==> config.mk <==
export PLATFORM = sky130hd
export DESIGN_NAME = unit_fault_monitor
export DESIGN_NICKNAME = d
export VERILOG_FILES = /design/src/core/unit_fault_monitor.v
export VERILOG_INCLUDE_DIRS = /design/src /design/src/core
export SDC_FILE = /design/constraint.sdc
export NUM_CORES = 1
export LEC_CHECK = 0
export BUFFER_PORTS_ARGS = -buffer_cell sky130_fd_sc_hd__buf_2
export CAP_MARGIN = 30
export CORE_ASPECT_RATIO = 0.75
export CORE_MARGIN = 2
export CORE_UTILIZATION = 55
export CTS_CLUSTER_DIAMETER = 150
export CTS_CLUSTER_SIZE = 30
export DETAILED_ROUTE_END_ITERATION = 6
export GPL_ROUTABILITY_DRIVEN = 0
export PLACE_DENSITY_LB_ADDON = 0.2
export SLEW_MARGIN = 20
export SYNTH_ARGS = -nofsm -noshare
export SYNTH_HDL_FRONTEND = slang
export SYNTH_SLANG_ARGS = --single-unit
==> constraint.sdc <==
create_clock -name sys_clk_i -period 9.32 [get_ports sys_clk_i]
set_input_delay 1.864 -clock sys_clk_i [delete_from_list [all_inputs] [get_ports sys_clk_i]]
set_output_delay 1.864 -clock sys_clk_i [all_outputs]
set_load 0.1 [all_outputs]
==> src/core/unit_fault_monitor_defines.vh <==
// constants for the built-in test monitor: register map, fields, timing
`ifndef UNIT_FAULT_MONITOR_DEFINES_VH
`define UNIT_FAULT_MONITOR_DEFINES_VH
`define UFM_BUS_W          16
`define UFM_BOARD_W        3
`define UFM_NUM_BOARDS     8
`define UFM_SETTLE_CYC     4
`define UFM_RECHECK_MS     1000
`define UFM_CLK_KHZ        100000
`define UFM_RECHECK_CYC    (`UFM_RECHECK_MS * `UFM_CLK_KHZ)
`define UFM_ADDR_CTRL      12'h000
`define UFM_ADDR_STATUS    12'h004
`define UFM_ADDR_IRQ_STAT  12'h008
`define UFM_ADDR_IRQ_MASK  12'h00c
`define UFM_ADDR_FAULT_MAP 12'h010
`define UFM_ADDR_SYND      12'h014
`define UFM_ADDR_EXPECT0   12'h020
`define UFM_ADDR_ALMSEL0   12'h040
`define UFM_ADDR_EXTSEL0   12'h060
`define UFM_CTRL_EN        0
`define UFM_CTRL_LOOP_EN   1
`define UFM_CTRL_RST       2'h3
`define UFM_ALMSEL_RST     2'h3
`define UFM_EXPECT_RST     16'hffff
`define UFM_IRQ_W          3
`define UFM_IRQ_FAULT      0
`define UFM_IRQ_CLEAR      1
`define UFM_IRQ_POWER      2
`endif

==> src/core/unit_fault_monitor.v <==
// built-in test monitor: board polling, one second recheck, alarms, loopback gate
//
// The implementer's own choices: register access over APB and the register offsets.
`timescale 1ns/1ps
`include "unit_fault_monitor_defines.vh"
// Function
// poll each board in turn, check signals
// boards report status on sixteen bit bus
// missing signal starts one second recheck delay
// persistent fault raises summary error flag
// flag drives major and/or summary alarm
// light defective board and panel indicators
// own indicator lit only for external faults
// summary alarm breaks loopback, inserts zeros
// supply fault lights power and summary indicators
// telemetry subchannel returned through monitored gate
// delay counted on internal clock; flag clears
module unit_fault_monitor #(
  parameter RECHECK_CYC = `UFM_RECHECK_CYC
) (
  input  wire                           sys_clk_i,
  input  wire                           arst_n_i,
  input  wire                           psel_i,
  input  wire                           penable_i,
  input  wire                           pwrite_i,
  input  wire [11:0]                    paddr_i,
  input  wire [31:0]                    pwdata_i,
  output reg  [31:0]                    prdata_o,
  output wire                           pready_o,
  output wire                           pslverr_o,
  output reg  [`UFM_BOARD_W-1:0]        board_addr_o,
  input  wire [`UFM_BUS_W-1:0]          status_bus_i,
  input  wire                           supply_fault_i,
  input  wire                           telemetry_subchannel_i,
  output wire                           telemetry_subchannel_o,
  output wire                           major_alarm_o,
  output wire                           summary_alarm_out_o,
  output wire [`UFM_NUM_BOARDS-1:0]     board_led_o,
  output wire                           panel_summary_led_o,
  output wire                           monitor_led_o,
  output wire                           power_tol_led_o,
  output wire                           irq_o
);

  localparam S_SETTLE  = 4'b0001;
  localparam S_CHECK   = 4'b0010;
  localparam S_WAIT    = 4'b0100;
  localparam S_RECHECK = 4'b1000;
  localparam NB = `UFM_NUM_BOARDS;

  // status bus and supply fault come from other boards: three-stage sync;
  // a value is taken only once the last two stages agree, so a bus that
  // is still changing between boards is never latched half-way
  reg [`UFM_BUS_W-1:0] bus_s1_ff;
  reg [`UFM_BUS_W-1:0] bus_s2_ff;
  reg [`UFM_BUS_W-1:0] bus_s3_ff;
  reg [`UFM_BUS_W-1:0] bus_ok_ff;
  reg [2:0]            pwr_sync_ff;
  reg                  pwr_ok_ff;

  always @(posedge sys_clk_i or negedge arst_n_i) begin
    if (!arst_n_i) begin
      bus_s1_ff <= {`UFM_BUS_W{1'b0}};
      bus_s2_ff <= {`UFM_BUS_W{1'b0}};
      bus_s3_ff <= {`UFM_BUS_W{1'b0}};
      bus_ok_ff <= {`UFM_BUS_W{1'b0}};
    end else begin
      bus_s1_ff <= status_bus_i;
      bus_s2_ff <= bus_s1_ff;
      bus_s3_ff <= bus_s2_ff;
      if (bus_s2_ff == bus_s3_ff) begin
        bus_ok_ff <= bus_s3_ff;
      end
    end
  end

  // supply monitor: same filter, one bit wide
  always @(posedge sys_clk_i or negedge arst_n_i) begin
    if (!arst_n_i) begin
      pwr_sync_ff <= 3'b000;
      pwr_ok_ff   <= 1'b0;
    end else begin
      pwr_sync_ff <= {pwr_sync_ff[1:0], supply_fault_i};
      if (pwr_sync_ff[1] == pwr_sync_ff[2]) begin
        pwr_ok_ff <= pwr_sync_ff[2];
      end
    end
  end

  // registers
  reg [1:0]            ctrl_ff;
  reg [`UFM_IRQ_W-1:0] irq_stat_ff;
  reg [`UFM_IRQ_W-1:0] irq_mask_ff;
  reg [`UFM_BUS_W-1:0] expect_ff [0:NB-1];
  reg [1:0]            almsel_ff [0:NB-1];
  reg [`UFM_BUS_W-1:0] extsel_ff [0:NB-1];
  reg [NB-1:0]         fault_map_ff;
  reg [NB-1:0]         ext_map_ff;
  reg [NB-1:0]         major_map_ff;
  reg [NB-1:0]         sa_map_ff;
  reg [`UFM_BUS_W-1:0] synd_ff;

  // each table holds one word per board in a 32-byte window
  localparam [11:0] EXPECT_BASE = `UFM_ADDR_EXPECT0;
  localparam [11:0] ALMSEL_BASE = `UFM_ADDR_ALMSEL0;
  localparam [11:0] EXTSEL_BASE = `UFM_ADDR_EXTSEL0;

  wire       wr_en         = psel_i & penable_i & pwrite_i;
  wire [2:0] idx           = paddr_i[4:2];
  wire       sel_ctrl      = (paddr_i == `UFM_ADDR_CTRL);
  wire       sel_status    = (paddr_i == `UFM_ADDR_STATUS);
  wire       sel_irq_stat  = (paddr_i == `UFM_ADDR_IRQ_STAT);
  wire       sel_irq_mask  = (paddr_i == `UFM_ADDR_IRQ_MASK);
  wire       sel_fault_map = (paddr_i == `UFM_ADDR_FAULT_MAP);
  wire       sel_synd      = (paddr_i == `UFM_ADDR_SYND);
  wire       in_expect     = (paddr_i[11:5] == EXPECT_BASE[11:5]);
  wire       in_almsel     = (paddr_i[11:5] == ALMSEL_BASE[11:5]);
  wire       in_extsel     = (paddr_i[11:5] == EXTSEL_BASE[11:5]);
  wire       wr_ctrl       = wr_en & sel_ctrl;
  wire       wr_irq_stat   = wr_en & sel_irq_stat;
  wire       wr_irq_mask   = wr_en & sel_irq_mask;
  wire       wr_expect     = wr_en & in_expect;
  wire       wr_almsel     = wr_en & in_almsel;
  wire       wr_extsel     = wr_en & in_extsel;
  reg        addr_hit;

  // scanning engine
  reg [3:0]               state_ff;
  reg [31:0]              cnt_ff;
  reg [`UFM_BUS_W-1:0]    miss_ff;
  reg                     clear_evt_ff;
  reg                     fault_evt_ff;

  // last count of each timed phase, cut to the counter width
  localparam [31:0] SETTLE_LAST  = `UFM_SETTLE_CYC - 1;
  localparam [31:0] RECHECK_LAST = RECHECK_CYC - 1;
  wire settle_done = (cnt_ff == SETTLE_LAST);
  wire wait_done   = (cnt_ff == RECHECK_LAST);

  // settings of the board now on the bus
  wire [`UFM_BUS_W-1:0] cur_expect = expect_ff[board_addr_o];
  wire [`UFM_BUS_W-1:0] cur_extsel = extsel_ff[board_addr_o];
  wire [1:0]            cur_almsel = almsel_ff[board_addr_o];
  wire [`UFM_BUS_W-1:0] missing    = cur_expect & ~bus_ok_ff;
  wire                  fault_now  = |missing;
  wire                  is_ext     = |(missing & cur_extsel);

  // scan engine: settle, check, then step on or wait and recheck

  always @(posedge sys_clk_i or negedge arst_n_i) begin
    if (!arst_n_i) begin
      state_ff     <= S_SETTLE;
      cnt_ff       <= 32'h0000_0000;
      board_addr_o <= {`UFM_BOARD_W{1'b0}};
      fault_map_ff <= {NB{1'b0}};
      ext_map_ff   <= {NB{1'b0}};
      major_map_ff <= {NB{1'b0}};
      sa_map_ff    <= {NB{1'b0}};
      synd_ff      <= {`UFM_BUS_W{1'b0}};
      miss_ff      <= {`UFM_BUS_W{1'b0}};
      fault_evt_ff <= 1'b0;
      clear_evt_ff <= 1'b0;
    end else begin
      fault_evt_ff <= 1'b0;
      clear_evt_ff <= 1'b0;
      case (state_ff)
        S_SETTLE: begin
          // let the newly addressed board drive the bus through the sync
          if (!ctrl_ff[`UFM_CTRL_EN]) begin
            cnt_ff <= 32'h0000_0000;
          end else if (settle_done) begin
            cnt_ff   <= 32'h0000_0000;
            state_ff <= S_CHECK;
          end else begin
            cnt_ff <= cnt_ff + 32'h0000_0001;
          end
        end
        S_CHECK: begin
          // a clean board drops its flags at once and the scan moves on
          if (fault_now) begin
            miss_ff  <= missing;
            state_ff <= S_WAIT;
          end else begin
            if (fault_map_ff[board_addr_o])
              clear_evt_ff <= 1'b1;
            fault_map_ff[board_addr_o] <= 1'b0;
            ext_map_ff[board_addr_o]   <= 1'b0;
            major_map_ff[board_addr_o] <= 1'b0;
            sa_map_ff[board_addr_o]    <= 1'b0;
            board_addr_o <= board_addr_o + 1'b1;
            state_ff     <= S_SETTLE;
          end
        end
        S_WAIT: begin
          // one second counted on the internal timing clock
          if (wait_done) begin
            cnt_ff   <= 32'h0000_0000;
            state_ff <= S_RECHECK;
          end else begin
            cnt_ff <= cnt_ff + 32'h0000_0001;
          end
        end
        default: begin
          // recheck: a signal still missing now is a persistent fault
          if (fault_now) begin
            if (!fault_map_ff[board_addr_o])
              fault_evt_ff <= 1'b1;
            fault_map_ff[board_addr_o] <= 1'b1;
            ext_map_ff[board_addr_o]   <= is_ext;
            major_map_ff[board_addr_o] <= cur_almsel[0];
            sa_map_ff[board_addr_o]    <= cur_almsel[1];
            synd_ff <= missing;
          end else begin
            fault_map_ff[board_addr_o] <= 1'b0;
            ext_map_ff[board_addr_o]   <= 1'b0;
            major_map_ff[board_addr_o] <= 1'b0;
            sa_map_ff[board_addr_o]    <= 1'b0;
          end
          board_addr_o <= board_addr_o + 1'b1;
          state_ff     <= S_SETTLE;
        end
      endcase
    end
  end

  wire summary_flag = |fault_map_ff;

  // alarm contacts and indicators are driven from flip-flops so that the
  // contacts never see a glitch while the flag maps are being updated
  reg                  major_alarm_ff;
  reg                  summary_alarm_ff;
  reg [NB-1:0]         board_led_ff;
  reg                  panel_led_ff;
  reg                  monitor_led_ff;
  reg                  power_led_ff;
  always @(posedge sys_clk_i or negedge arst_n_i) begin
    if (!arst_n_i) begin
      major_alarm_ff   <= 1'b0;
      summary_alarm_ff <= 1'b0;
      board_led_ff     <= {NB{1'b0}};
      panel_led_ff     <= 1'b0;
      monitor_led_ff   <= 1'b0;
      power_led_ff     <= 1'b0;
    end else begin
      major_alarm_ff   <= |major_map_ff;
      summary_alarm_ff <= |sa_map_ff;
      board_led_ff     <= fault_map_ff & ~ext_map_ff;
      panel_led_ff     <= summary_flag | pwr_ok_ff;  // see R6
      monitor_led_ff   <= |ext_map_ff;
      power_led_ff     <= pwr_ok_ff;
    end
  end

  assign major_alarm_o          = major_alarm_ff;
  assign summary_alarm_out_o    = summary_alarm_ff;
  assign board_led_o            = board_led_ff;
  assign panel_summary_led_o    = panel_led_ff;
  assign monitor_led_o          = monitor_led_ff;
  assign power_tol_led_o        = power_led_ff;
  // loopback gate: open from reset and switched by software, closed with zeros on summary alarm
  assign telemetry_subchannel_o = telemetry_subchannel_i & ctrl_ff[`UFM_CTRL_LOOP_EN]
                                  & ~summary_alarm_ff;  // see R8

  // interrupt status: an event in the same cycle as its clear wins, so no
  // event is lost to a late acknowledge
  reg                   pwr_prev_ff;
  wire [`UFM_IRQ_W-1:0] irq_set = {pwr_ok_ff & ~pwr_prev_ff, clear_evt_ff, fault_evt_ff};
  wire [`UFM_IRQ_W-1:0] irq_clr = wr_irq_stat ? pwdata_i[`UFM_IRQ_W-1:0] : {`UFM_IRQ_W{1'b0}};
  assign irq_o = |(irq_stat_ff & irq_mask_ff);

  always @(posedge sys_clk_i or negedge arst_n_i) begin
    if (!arst_n_i) begin
      pwr_prev_ff <= 1'b0;
      irq_stat_ff <= {`UFM_IRQ_W{1'b0}};
    end else begin
      pwr_prev_ff <= pwr_ok_ff;
      irq_stat_ff <= (irq_stat_ff & ~irq_clr) | irq_set;
    end
  end

  // control, mask and per-board tables
  integer i;
  always @(posedge sys_clk_i or negedge arst_n_i) begin
    if (!arst_n_i) begin
      ctrl_ff     <= `UFM_CTRL_RST;
      irq_mask_ff <= {`UFM_IRQ_W{1'b0}};
      for (i = 0; i < NB; i = i + 1) begin
        expect_ff[i] <= `UFM_EXPECT_RST;
        almsel_ff[i] <= `UFM_ALMSEL_RST;
        extsel_ff[i] <= {`UFM_BUS_W{1'b0}};
      end
    end else begin
      if (wr_ctrl) begin
        ctrl_ff <= pwdata_i[1:0];
      end else if (wr_irq_mask) begin
        irq_mask_ff <= pwdata_i[`UFM_IRQ_W-1:0];
      end else if (wr_expect) begin
        expect_ff[idx] <= pwdata_i[`UFM_BUS_W-1:0];
      end else if (wr_almsel) begin
        almsel_ff[idx] <= pwdata_i[1:0];
      end else if (wr_extsel) begin
        extsel_ff[idx] <= pwdata_i[`UFM_BUS_W-1:0];
      end
    end
  end

  // read mux, zero-wait answer: data stands while the address is held
  always @* begin
    prdata_o = 32'h0000_0000;
    addr_hit = 1'b1;
    if (sel_ctrl) begin
      prdata_o[1:0] = ctrl_ff;
    end else if (sel_status) begin
      prdata_o[`UFM_BOARD_W-1:0] = board_addr_o;
      prdata_o[11:8]             = state_ff;
      prdata_o[16]               = summary_flag;
      prdata_o[17]               = pwr_ok_ff;
    end else if (sel_irq_stat) begin
      prdata_o[`UFM_IRQ_W-1:0] = irq_stat_ff;
    end else if (sel_irq_mask) begin
      prdata_o[`UFM_IRQ_W-1:0] = irq_mask_ff;
    end else if (sel_fault_map) begin
      prdata_o[7:0]   = fault_map_ff;
      prdata_o[15:8]  = major_map_ff;
      prdata_o[23:16] = sa_map_ff;
      prdata_o[31:24] = ext_map_ff;
    end else if (sel_synd) begin
      prdata_o[`UFM_BUS_W-1:0] = synd_ff;
    end else if (in_expect) begin
      prdata_o[`UFM_BUS_W-1:0] = expect_ff[idx];
    end else if (in_almsel) begin
      prdata_o[1:0] = almsel_ff[idx];
    end else if (in_extsel) begin
      prdata_o[`UFM_BUS_W-1:0] = extsel_ff[idx];
    end else begin
      addr_hit = 1'b0;
    end
  end

  // unmapped offsets answer with an error; writes there are dropped
  assign pready_o  = 1'b1;
  assign pslverr_o = psel_i & penable_i & ~addr_hit;

endmodule // unit_fault_monitor

### Yosys cells after proc, flatten, opt, wreduce, memory -nomap -nowiden

Cells that the tools add are included.

* input bits: 67
* flip-flop bits (word level): 450
* output and inout port bits: 52

* reduce and logical (&&, ||, !) cells: 20
* order comparisons: 5
* add/subtract/negate cells: 2
* mux-type cells: 90
* bitwise logic cells: 39
* eq/ne operators: 19

Operator list (count)
* $bwmux 128: 2
* $mux 16: 14
* $bmux 16 s3: 4
* $mux 32: 3
* $mux 8: 8
* $pmux 32 s2: 1
* $pmux 8 s2: 4
* $mux 29: 2
* $demux 16 s3: 1
* $and 8x8->8: 5
* $add 32x1->32 const B: 1
* $and 16x16->16: 2
* $eq 32x2->1 const B: 1
* $eq 32x27->1 const B: 1
* $reduce_or 16->1: 2
* $reduce_or 8->1: 4
* $mux 30: 1
* $mux 14: 2
* $bwmux 8: 3
* $eq 12x4->1 const B: 2
* $eq 12x5->1 const B: 2
* $mux 4: 5
* $mux 3: 6
* $mux 1: 17
* 42 further kinds: 82

### Longest topological paths before layout

Gate-level depths: netlist (run 1).

* depth in word-level cells: 13
* mapped depth: 14
* mapped depth without buffers: 9

### Least setup slack after synthesis (run 1)

No wires, ideal clock.

* kind: input to output
* from: input paddr_i[2]
* to: output prdata_o[10]
* stages on the path: 6
* path buffers: 2
* arrival: 5.425 ns
* setup slack: 2.031 ns
* cell sequence: clkbuf_1 buf_1 mux4_2 mux4_2 inv_1 o21ai_0

* cells in the longest elaborated chain, start to end: 13

RTL lines
* from (decl): line unit_fault_monitor.v:26 `input wire [11:0] paddr_i,`
* $not 3->4 (implied by the code): line unit_fault_monitor.v:330, unit_fault_monitor.v:334
* $bmux 16 s3: line unit_fault_monitor.v:334 `` prdata_o[`UFM_BUS_W-1:0] = extsel_ff[idx]; ``
* $mux 16 (implied by the code) (2 in a row): line unit_fault_monitor.v:334
* $mux 16: line unit_fault_monitor.v:333 `end else if (in_extsel) begin`
* $mux 14: line unit_fault_monitor.v:331 `end else if (in_almsel) begin`
* $mux 16: line unit_fault_monitor.v:329 `end else if (in_expect) begin`
* $mux 16: line unit_fault_monitor.v:327 `end else if (sel_synd) begin`
* $mux 16: line unit_fault_monitor.v:322 `end else if (sel_fault_map) begin`
* $mux 29: line unit_fault_monitor.v:320 `end else if (sel_irq_mask) begin`
* $mux 29: line unit_fault_monitor.v:318 `end else if (sel_irq_stat) begin`
* $mux 4: line unit_fault_monitor.v:313 `end else if (sel_status) begin`
* $mux 30 (*): line unit_fault_monitor.v:311 `if (sel_ctrl) begin`
* to (decl): line unit_fault_monitor.v:28 `output reg [31:0] prdata_o,`

Every way passes the cells marked *; elsewhere a longest branch is shown, timed or not. The select of a mux whose other input is x is not followed.

### Worst setup path in the final report (run 1)

* from: input paddr_i[2]
* to: output prdata_o[15]

Same word-level chain as after synthesis.

==> impl_metrics.sql, run 1 <==
INSERT INTO impl_metrics (metric_group, metric, value, unit) VALUES
('cells_and_area', 'mostFrequentLayoutCell', 'mux2_2', ''),
('hold_path', 'worstHoldPathType', 'reg -> reg', ''),
('timing', 'tightest_slew', '0.976', 'ns'),
('cells_and_area', 'area_used_by_multi_input_combinational_logic', '0.0103', 'mm2'),
('timing', 'layout_worst_path_cycle_share', '71.7', '%'),
('drt', 'post-route-drc-count', '0', ''),
('cells_and_area', 'fillerInstances', '3140', ''),
('clock_network', 'hold_buffer_count_at_cts', '0', ''),
('yosys', 'yosysUniqueCellTypes', '79', ''),
('clock_network', 'tritoncts.num_buffers', '18', ''),
('worst_setup_path', 'cp_data_required_time', '7.46', 'ns'),
('worst_setup_path', 'cp-start-kind', 'input port', ''),
('clock_network', 'path_clk_slew', '0.12', 'ns'),
('drt', 'drt-vias-per-instance', '6.73', ''),
('drt', 'vias', '15212', ''),
('timing', 'hold_viol_final', '0', ''),
('clock_network', 'worstSkewPairLatency', '0.58', 'ns'),
('global_route', 'grt_pass1_vias', '15093', ''),
('clock_network', 'cts_sinks', '450', ''),
('floorplan', 'die_w', '237', 'um'),
('drt', 'detail-route-antenna-nets', '0', ''),
('worst_setup_path', 'setup_slack_reg_to_reg', '3.96', 'ns'),
('floorplan', 'io_pins', '119', ''),
('yosys', 'ys_warn_count', '0', ''),
('pwr', 'max-vdd-ir-drop', '0.127', 'mV'),
('worst_setup_path', 'crit_arrival', '4.82', 'ns'),
('yosys', 'synth.yosys.seq_area_share', '51.2', '%'),
('run', 'max-cap-violations', '0', ''),
('worst_setup_path', 'regToRegStartpoint', 'board_addr_o[2]$_DFFE_PN0P_', ''),
('cells_and_area', 'final_net_count', '1797', ''),
('pwr', 'pwr_density_cell', '133', 'mW/mm2'),
('pwr', 'overall_power_of_the_completed_layout', '0.00318', 'W'),
('cells_and_area', 'final_core_util', '60.0', '%'),
('floorplan', 'core.rowCount', '63', ''),
('outcome', 'run_status', 'complete, no violations', ''),
('cells_and_area', 'register_area', '0.0115', 'mm2'),
('timing', 'finalMaxSlewViolations', '0', ''),
('global_route', 'grt_antenna_before_repair', '3', ''),
('yosys', 'yosys_register_bits', '450', ''),
('cells_and_area', 'drive_above_1_share', '44.0', '%'),
('worst_setup_path', 'endpoint_kind', 'primary output', ''),
('timing', 'grt_setup_unrepaired', 'no', ''),
('clock_network', 'h_tree_level_count', '1', ''),
('yosys', 'syn_area', '0.0224', 'mm2'),
('cells_and_area', 'synthToLayoutAreaGrowth', '6.80', '%'),
('clock_network', 'clock_path_buffers', '3', ''),
('placement', 'io_port_bufs', '101', ''),
('yosys', 'postSynth.topFlopCell', 'dfrtp_1', ''),
('worst_setup_path', 'cp-startpoint', 'paddr_i[2]', ''),
('global_route', 'global_route_wire_length_before_repair', '96.9', 'mm'),
('floorplan', 'die_height', '179', 'um'),
('global_route', 'grt_start_max_net_pins', '180', ''),
('drt', 'detail_route.first_pass.iterations', '5', ''),
('yosys', 'synthesized_instance_count', '1680', ''),
('yosys', 'synth.net_count', '1749', ''),
('timing', 'fin_crit', '6.68', 'ns'),
('drt', 'route.detailed.wl_per_inst', '28.2', 'um'),
('yosys', 'post_synth.cell_area_avg', '13.3', 'um2'),
('floorplan', 'fp.dieArea', '0.0423', 'mm2'),
('worst_setup_path', 'critical_path_peak_fanout', '28', ''),
('clock_network', 'tritoncts_clock_tree', 'done', ''),
('global_route', 'groute.usage.overall', '30.8', '%'),
('drt', 'drt_first_iter_violations', '1716', ''),
('hold_path', 'holdCritStartpoint', 'bus_s1_ff[11]$_DFF_PN0_', ''),
('timing', 'final.setup.tns', '0', 'ns'),
('pwr', 'static-leakage-power', '10.4', 'nW'),
('clock_network', 'post-cts-setup-buffer-count', '0', ''),
('placement', 'post-dp-hpwl', '42.6', 'mm'),
('drt', 'finalWirelength', '63.8', 'mm'),
('worst_setup_path', 'criticalPathCategory', 'in -> out', ''),
('floorplan', 'start_util', '56.2', '%'),
('clock_network', 'clk_root_buffer_cell', 'clkbuf_16', ''),
('timing', 'relSlewSlack', '34.7', '%'),
('timing', 'fin_skew', '0.0380', 'ns'),
('timing', 'max_freq', '0.150', 'GHz'),
('yosys', 'synthArstFlopShare', '100', '%'),
('clock_network', 'cts_repair_resize_count', '0', ''),
('timing', 'setup_viol', '0', ''),
('cells_and_area', 'most-common-layout-cells', '321 x mux2_2, 300 x dfrtp_1, 147 x dfstp_2', ''),
('global_route', 'overflow', '0', ''),
('floorplan', 'core-area', '0.0398', 'mm2'),
('yosys', 'synth_enable_flop_cells', '0', '');
## critical path: stages
cell and delay [ns]:
buf_4 0.45, buf_4 0.53, nor2b_1 0.29, nand2_1 0.16, nor2_2 0.61, a22oi_1 0.15
o21ai_0 0.20, buf_2 0.50
## metrics by stage
| stage | setup slack [ns] | hold WS, ns | instances | instance area (um2) |
|---|---|---|---|---|
| 6_report | 2.64 | 0.340 | 2262 | 23900 |
| 4_1_cts | 2.39 | 0.350 | 2259 | 23900 |
| 3_5_place_dp | 2.40 | 0.335 | 2227 | 23300 |
| 2_1_floorplan | 2.03 | 0.331 | 1680 | 22400 |
| 3_3_place_gp | 2.55 | 0.333 | 2226 | 23300 |
| 5_1_grt | 2.43 | 0.361 | 2260 | 23900 |
## Yosys cell counts, types with 13 or more instances
master	instances	share of area (%)
inv_1	26	0.44
nor3_1	13	0.29
a22o_1	18	0.70
mux2i_1	44	2.0
nand3_1	21	0.47
mux4_2	99	10
mux2_2	321	16
o22a_1	15	0.59
and2_1	23	0.64
o21ai_0	42	0.94
buf_2	21	0.47
xnor2_1	29	1.1
dfstp_2	147	17
nor4_1	19	0.53
nand2_1	85	1.4
and3_1	14	0.39
clkbuf_1	59	0.99
o22ai_1	15	0.42
a221oi_1	13	0.51
xor2_1	13	0.51
nand4_1	14	0.39
dfrtp_1	303	34
a22oi_1	19	0.64
a21oi_1	27	0.60
nor2_1	80	1.3
nor2b_1	20	0.56
buf_1	14	0.23
## layout make-up
class                      count  share of cell area, %
multi-input combinational   1091                   43.2
timing repair buffer         140                   3.52
clock inverter                 1                 0.0681
clock buffer                  31                   2.09
tap                          520                   2.72
sequential                   450                   48.0
antenna                        2                 0.0210
inverter                      27                  0.424
## flip-flops by register name, summed over array words and instances, names as in the netlist, 16 cells and up, named ones only
signal,cells
bus_s2_ff,16
almsel_ff,16
extsel_ff,128
cnt_ff,32
expect_ff,128
bus_s3_ff,16
bus_s1_ff,16
synd_ff,16
bus_ok_ff,16
## logic make-up after synthesis
logic type | count (synthesis) | share of synthesized area, %
AO/OA/AOI/OAI | 222 | 7.25
XOR/XNOR | 42 | 1.64
adder cells (fa/ha/maj) | 3 | 0.157
buffers and inverters | 139 | 2.90
flip-flops | 450 | 51.2
multiplexers | 473 | 28.6
other | 1 | 0.0168
AND/OR/NAND/NOR | 350 | 8.28
## where the power goes
group | internal (W) | switching (W) | leakage (nW)
clock | 0.000377 | 0.000619 | 0.244
sequential | 0.00198 | 0.0000148 | 5.61
combinational | 0.0000564 | 0.000139 | 4.58
total | 0.00241 | 0.000773 | 10.4
## per-layer routing
| metal | vias to the layer above | track usage (%) | wire (um) |
|---|---|---|---|
| li1 | 6370 | - | - |
| met1 | 7895 | 45.4 | 27300 |
| met2 | 806 | 45.5 | 27300 |
| met3 | 139 | 7.37 | 6980 |
| met4 | 2 | 9.49 | 2200 |
| met5 | - | 0 | 14 |
## worst paths after layout
kind	end	depth (start not counted)
max	prdata_o[15]	8
min	bus_s2_ff[11]$_DFF_PN0_	0
max reg2reg	synd_ff[12]$_DFFE_PN0P_	9
min reg2reg	bus_s2_ff[11]$_DFF_PN0_	0
max in group asynchronous	board_addr_o[0]$_DFFE_PN0P_	2
min in group asynchronous	extsel_ff[44]$_DFFE_PN0P_	1
Power figures use the tool's default switching activity.
==> inputs of run 2 (changes only) <==
Settings changed: ABC_AREA set to 1.
Clock period 9.32 ns to 6.6 ns, I/O delays scaled along.
==> run 2 against run 1 <==
Synthesized cell count increased by 84%. Register-to-register slack got worse by 1.7 ns. First-iteration DRC count grew 69%. Total power is 42% higher. Clock skew fell by 0.0078 ns. Synthesized area up 3.7%. Combinational power grew 41%. Design area grew 3.1%. Global-route usage is 3.3 points higher. Largest cell class unchanged.
==> impl_metrics.sql, run 2 <==
INSERT INTO impl_metrics (metric_group, metric, value, unit) VALUES
('floorplan', 'start_util', '55.5', '%'),
('drt', 'finalWirelength', '75.1', 'mm'),
('yosys', 'syn_area', '0.0232', 'mm2'),
('clock_network', 'path_clk_slew', '0.10', 'ns'),
('yosys', 'yosys_register_bits', '450', ''),
('worst_setup_path', 'criticalPathCategory', 'in -> out', ''),
('cells_and_area', 'synthToLayoutAreaGrowth', '6.18', '%'),
('clock_network', 'clk_root_buffer_cell', 'clkbuf_16', ''),
('floorplan', 'fp.dieArea', '0.0438', 'mm2'),
('global_route', 'groute.usage.overall', '34.2', '%'),
('yosys', 'synth_enable_flop_cells', '0', ''),
('worst_setup_path', 'crit_path_cell_trace', 'buf_2 > nor3_2 > nand2_1 > nor3_2 > buf_4 > inv_2 > o21ai_0 > o21ai_0 > nand3_1 > o21ai_0 > nand2_1 > buf_2', ''),
('clock_network', 'clock_path_buffers', '3', ''),
('clock_network', 'worstSkewPairLatency', '0.57', 'ns'),
('drt', 'drt-vias-per-instance', '6.03', ''),
('floorplan', 'die_height', '182', 'um'),
('clock_network', 'h_tree_level_count', '1', ''),
('yosys', 'synth.area.mux_share', '0', '%'),
('cells_and_area', 'antenna_cells', '0', ''),
('yosys', 'synthArstFlopShare', '100', '%'),
('global_route', 'overflow', '0', ''),
('yosys', 'synth.most_common_cell', 'nand2_1', ''),
('placement', 'post-place-cells', '3624', ''),
('worst_setup_path', 'endpoint_kind', 'primary output', ''),
('yosys', 'synth.net_count', '3158', ''),
('worst_setup_path', 'regToRegStartpoint', 'board_addr_o[0]$_DFFE_PN0P_', ''),
('drt', 'post-route-drc-count', '0', ''),
('yosys', 'synthesized_instance_count', '3089', ''),
('cells_and_area', 'most-common-layout-cells', '1099 x nand2_1, 389 x o21ai_0, 301 x dfrtp_1', ''),
('global_route', 'grt_pass1_vias', '20446', ''),
('outcome', 'run_status', 'complete, no violations', ''),
('worst_setup_path', 'crit_slowest_cell', 'buf_2', ''),
('yosys', 'synth_xor_area_share', '0.680', '%'),
('yosys', 'post_synth_most_frequent_cells', '1100 x nand2_1, 389 x o21ai_0, 303 x dfrtp_1', ''),
('cells_and_area', 'final_core_util', '58.9', '%'),
('worst_setup_path', 'setup_slack_reg_to_reg', '2.22', 'ns'),
('worst_setup_path', 'critical_path_peak_fanout', '18', ''),
('floorplan', 'io_pins', '119', ''),
('timing', 'fin_skew', '0.0301', 'ns'),
('worst_setup_path', 'cp-start-kind', 'input port', ''),
('hold_path', 'holdCritStartpoint', 'bus_s1_ff[14]$_DFF_PN0_', ''),
('drt', 'detail_route.first_pass.iterations', '6', ''),
('timing', 'relSlewSlack', '32.0', '%'),
('timing', 'hold_viol_final', '0', ''),
('placement', 'io_port_bufs', '101', ''),
('hold_path', 'hold_ep', 'bus_s2_ff[14]$_DFF_PN0_', ''),
('clock_network', 'tritoncts.num_buffers', '18', ''),
('floorplan', 'core-area', '0.0418', 'mm2'),
('hold_path', 'worstHoldPathType', 'reg -> reg', ''),
('global_route', 'global_route_wire_length_before_repair', '116', 'mm'),
('worst_setup_path', 'timing.reg2reg.worst_path_depth', '19', ''),
('pwr', 'pwr_density_cell', '183', 'mW/mm2'),
('global_route', 'grt_antenna_before_repair', '1', ''),
('timing', 'final.setup.tns', '0', 'ns'),
('drt', 'route.detailed.wl_per_inst', '20.5', 'um'),
('pwr', 'static-leakage-power', '11.3', 'nW'),
('worst_setup_path', 'cp_data_required_time', '5.28', 'ns'),
('timing', 'fin_crit', '5.57', 'ns'),
('drt', 'vias', '22069', ''),
('yosys', 'synth.yosys.seq_area_share', '49.4', '%'),
('yosys', 'post-synth-top-area-cell', 'dfrtp_1', ''),
('clock_network', 'hold_buffer_count_at_cts', '0', ''),
('yosys', 'synth_top_area_share', '32.7', '%'),
('clock_network', 'post-cts-setup-buffer-count', '0', ''),
('floorplan', 'die_w', '241', 'um'),
('worst_setup_path', 'critPathMostFrequentCell', 'o21ai_0', ''),
('timing', 'finalMaxSlewViolations', '0', ''),
('timing', 'layout_worst_path_cycle_share', '84.5', '%'),
('yosys', 'synth-compound-area-share', '15.3', '%'),
('cells_and_area', 'final_net_count', '3145', ''),
('drt', 'detail-route-antenna-nets', '0', ''),
('worst_setup_path', 'crit_arrival', '4.25', 'ns'),
('yosys', 'yosysUniqueCellTypes', '48', ''),
('clock_network', 'tritoncts_clock_tree', 'done', ''),
('hold_path', 'worstHoldPathCells', '0', ''),
('timing', 'grt_setup_unrepaired', 'no', ''),
('clock_network', 'cts_sinks', '450', ''),
('drt', 'drt_first_iter_violations', '2897', ''),
('yosys', 'ys_warn_count', '0', ''),
('cells_and_area', 'top_flop_regs', 'expect_ff (128), extsel_ff (128), cnt_ff (32)', ''),
('timing', 'max_freq', '0.179', 'GHz'),
('cells_and_area', 'mostFrequentLayoutCell', 'nand2_1', ''),
('yosys', 'netlist_top_cells_area', 'dfrtp_1 33%, nand2_1 18%, dfstp_2 17%', ''),
('cells_and_area', 'fillerInstances', '3856', ''),
('yosys', 'postSynth.topFlopCell', 'dfrtp_1', ''),
('pwr', 'max-vdd-ir-drop', '0.231', 'mV'),
('yosys', 'post_synth.cell_area_avg', '7.51', 'um2'),
('timing', 'tightest_slew', '1.02', 'ns'),
('global_route', 'grt_start_max_net_pins', '161', ''),
('worst_setup_path', 'worstReg2RegEnd', 'ext_map_ff[1]$_DFFE_PN0P_', ''),
('timing', 'setup_viol', '0', ''),
('clock_network', 'cts_repair_resize_count', '0', ''),
('floorplan', 'core.rowCount', '65', ''),
('yosys', 'synth_top_family_by_area', 'simple AND/OR/NAND/NOR gates', ''),
('placement', 'post-dp-hpwl', '48.4', 'mm'),
('cells_and_area', 'post_layout_nonfiller_instances', '3657', ''),
('yosys', 'synth-simple-area-share', '27.7', '%'),
('cells_and_area', 'drive_above_1_share', '11.3', '%'),
('run', 'max-cap-violations', '0', ''),
('worst_setup_path', 'crit_path_max_incr_delay', '0.43', 'ns'),
('yosys', 'synth_adder_area_share', '0.151', '%');
[run 2: changes by cell type after synthesis, sizes merged, moves of 87 or more]
cell | before | now
nor2 | 82 | 261
mux4 | 99 | 0
inv | 27 | 193
nand2 | 85 | 1106
o21ai | 44 | 418
nand3 | 21 | 108
mux2 | 330 | 0
[run 2: cell families after synthesis]
family,Yosys count
buf+inv,383
fa+ha+maj,3
compound gates,638
xor+xnor,18
simple gates,1596
flops,450
other cells,1
[run 2: final cells by class]
class | count | area (um2) | area share (%)
Clock buffer | 32 | 524 | 2.13
Inverter | 201 | 754 | 3.06
Multi-Input combinational cell | 2256 | 10200 | 41.4
Timing Repair Buffer | 149 | 992 | 4.03
Sequential cell | 450 | 11400 | 46.5
Tap cell | 569 | 712 | 2.89
[run 2: worst max-delay path, delay by kind of cell]
| family | cells | cell delay [ns] |
|---|---|---|
| buffers and inverters | 4 | 1.22 |
| AO/OA/AOI/OAI | 3 | 0.68 |
| AND/OR/NAND/NOR | 5 | 1.01 |
[run 2: through the flow]
step	worst slack [ns]	power (W)	hold WS, ns	cell area [um2]
3_3_place_gp	1.18	0.00312	0.332	24100
2_1_floorplan	0.270	0.00298	0.331	23200
4_1_cts	1.16	0.00452	0.360	24600
5_1_grt	1.00	0.00465	0.365	24600
3_5_place_dp	1.18	0.00313	0.335	24100
6_report	1.03	0.00451	0.358	24600
[run 2: routing by layer]
layer  track usage, %  up-vias  part of all wire, %
li1                 -    10041                    -
met1             49.3    10352                   41
met2             49.5     1441                   41
met3             8.13      235                   13
met4             13.8        0                  4.6
met5                0        -                    0
[run 2: worst max path at each step]
stage | from | end | slack, ns | cells past startpoint
floorplan | paddr_i[2] | pslverr_o | 0.27 | 6
global placement | paddr_i[9] | prdata_o[6] | 1.18 | 9
detailed placement | paddr_i[9] | prdata_o[10] | 1.18 | 12
CTS | paddr_i[9] | prdata_o[10] | 1.16 | 12
global route | paddr_i[9] | prdata_o[10] | 1.00 | 12
finish | paddr_i[9] | prdata_o[10] | 1.03 | 12
[run 2: power breakdown]
group	leakage [nW]	internal, W	switching, W	total, W
Sequential	5.60	0.00279	0.0000159	0.00281
Clock	0.249	0.000553	0.000874	0.00143
Combinational	5.43	0.0000578	0.000219	0.000277
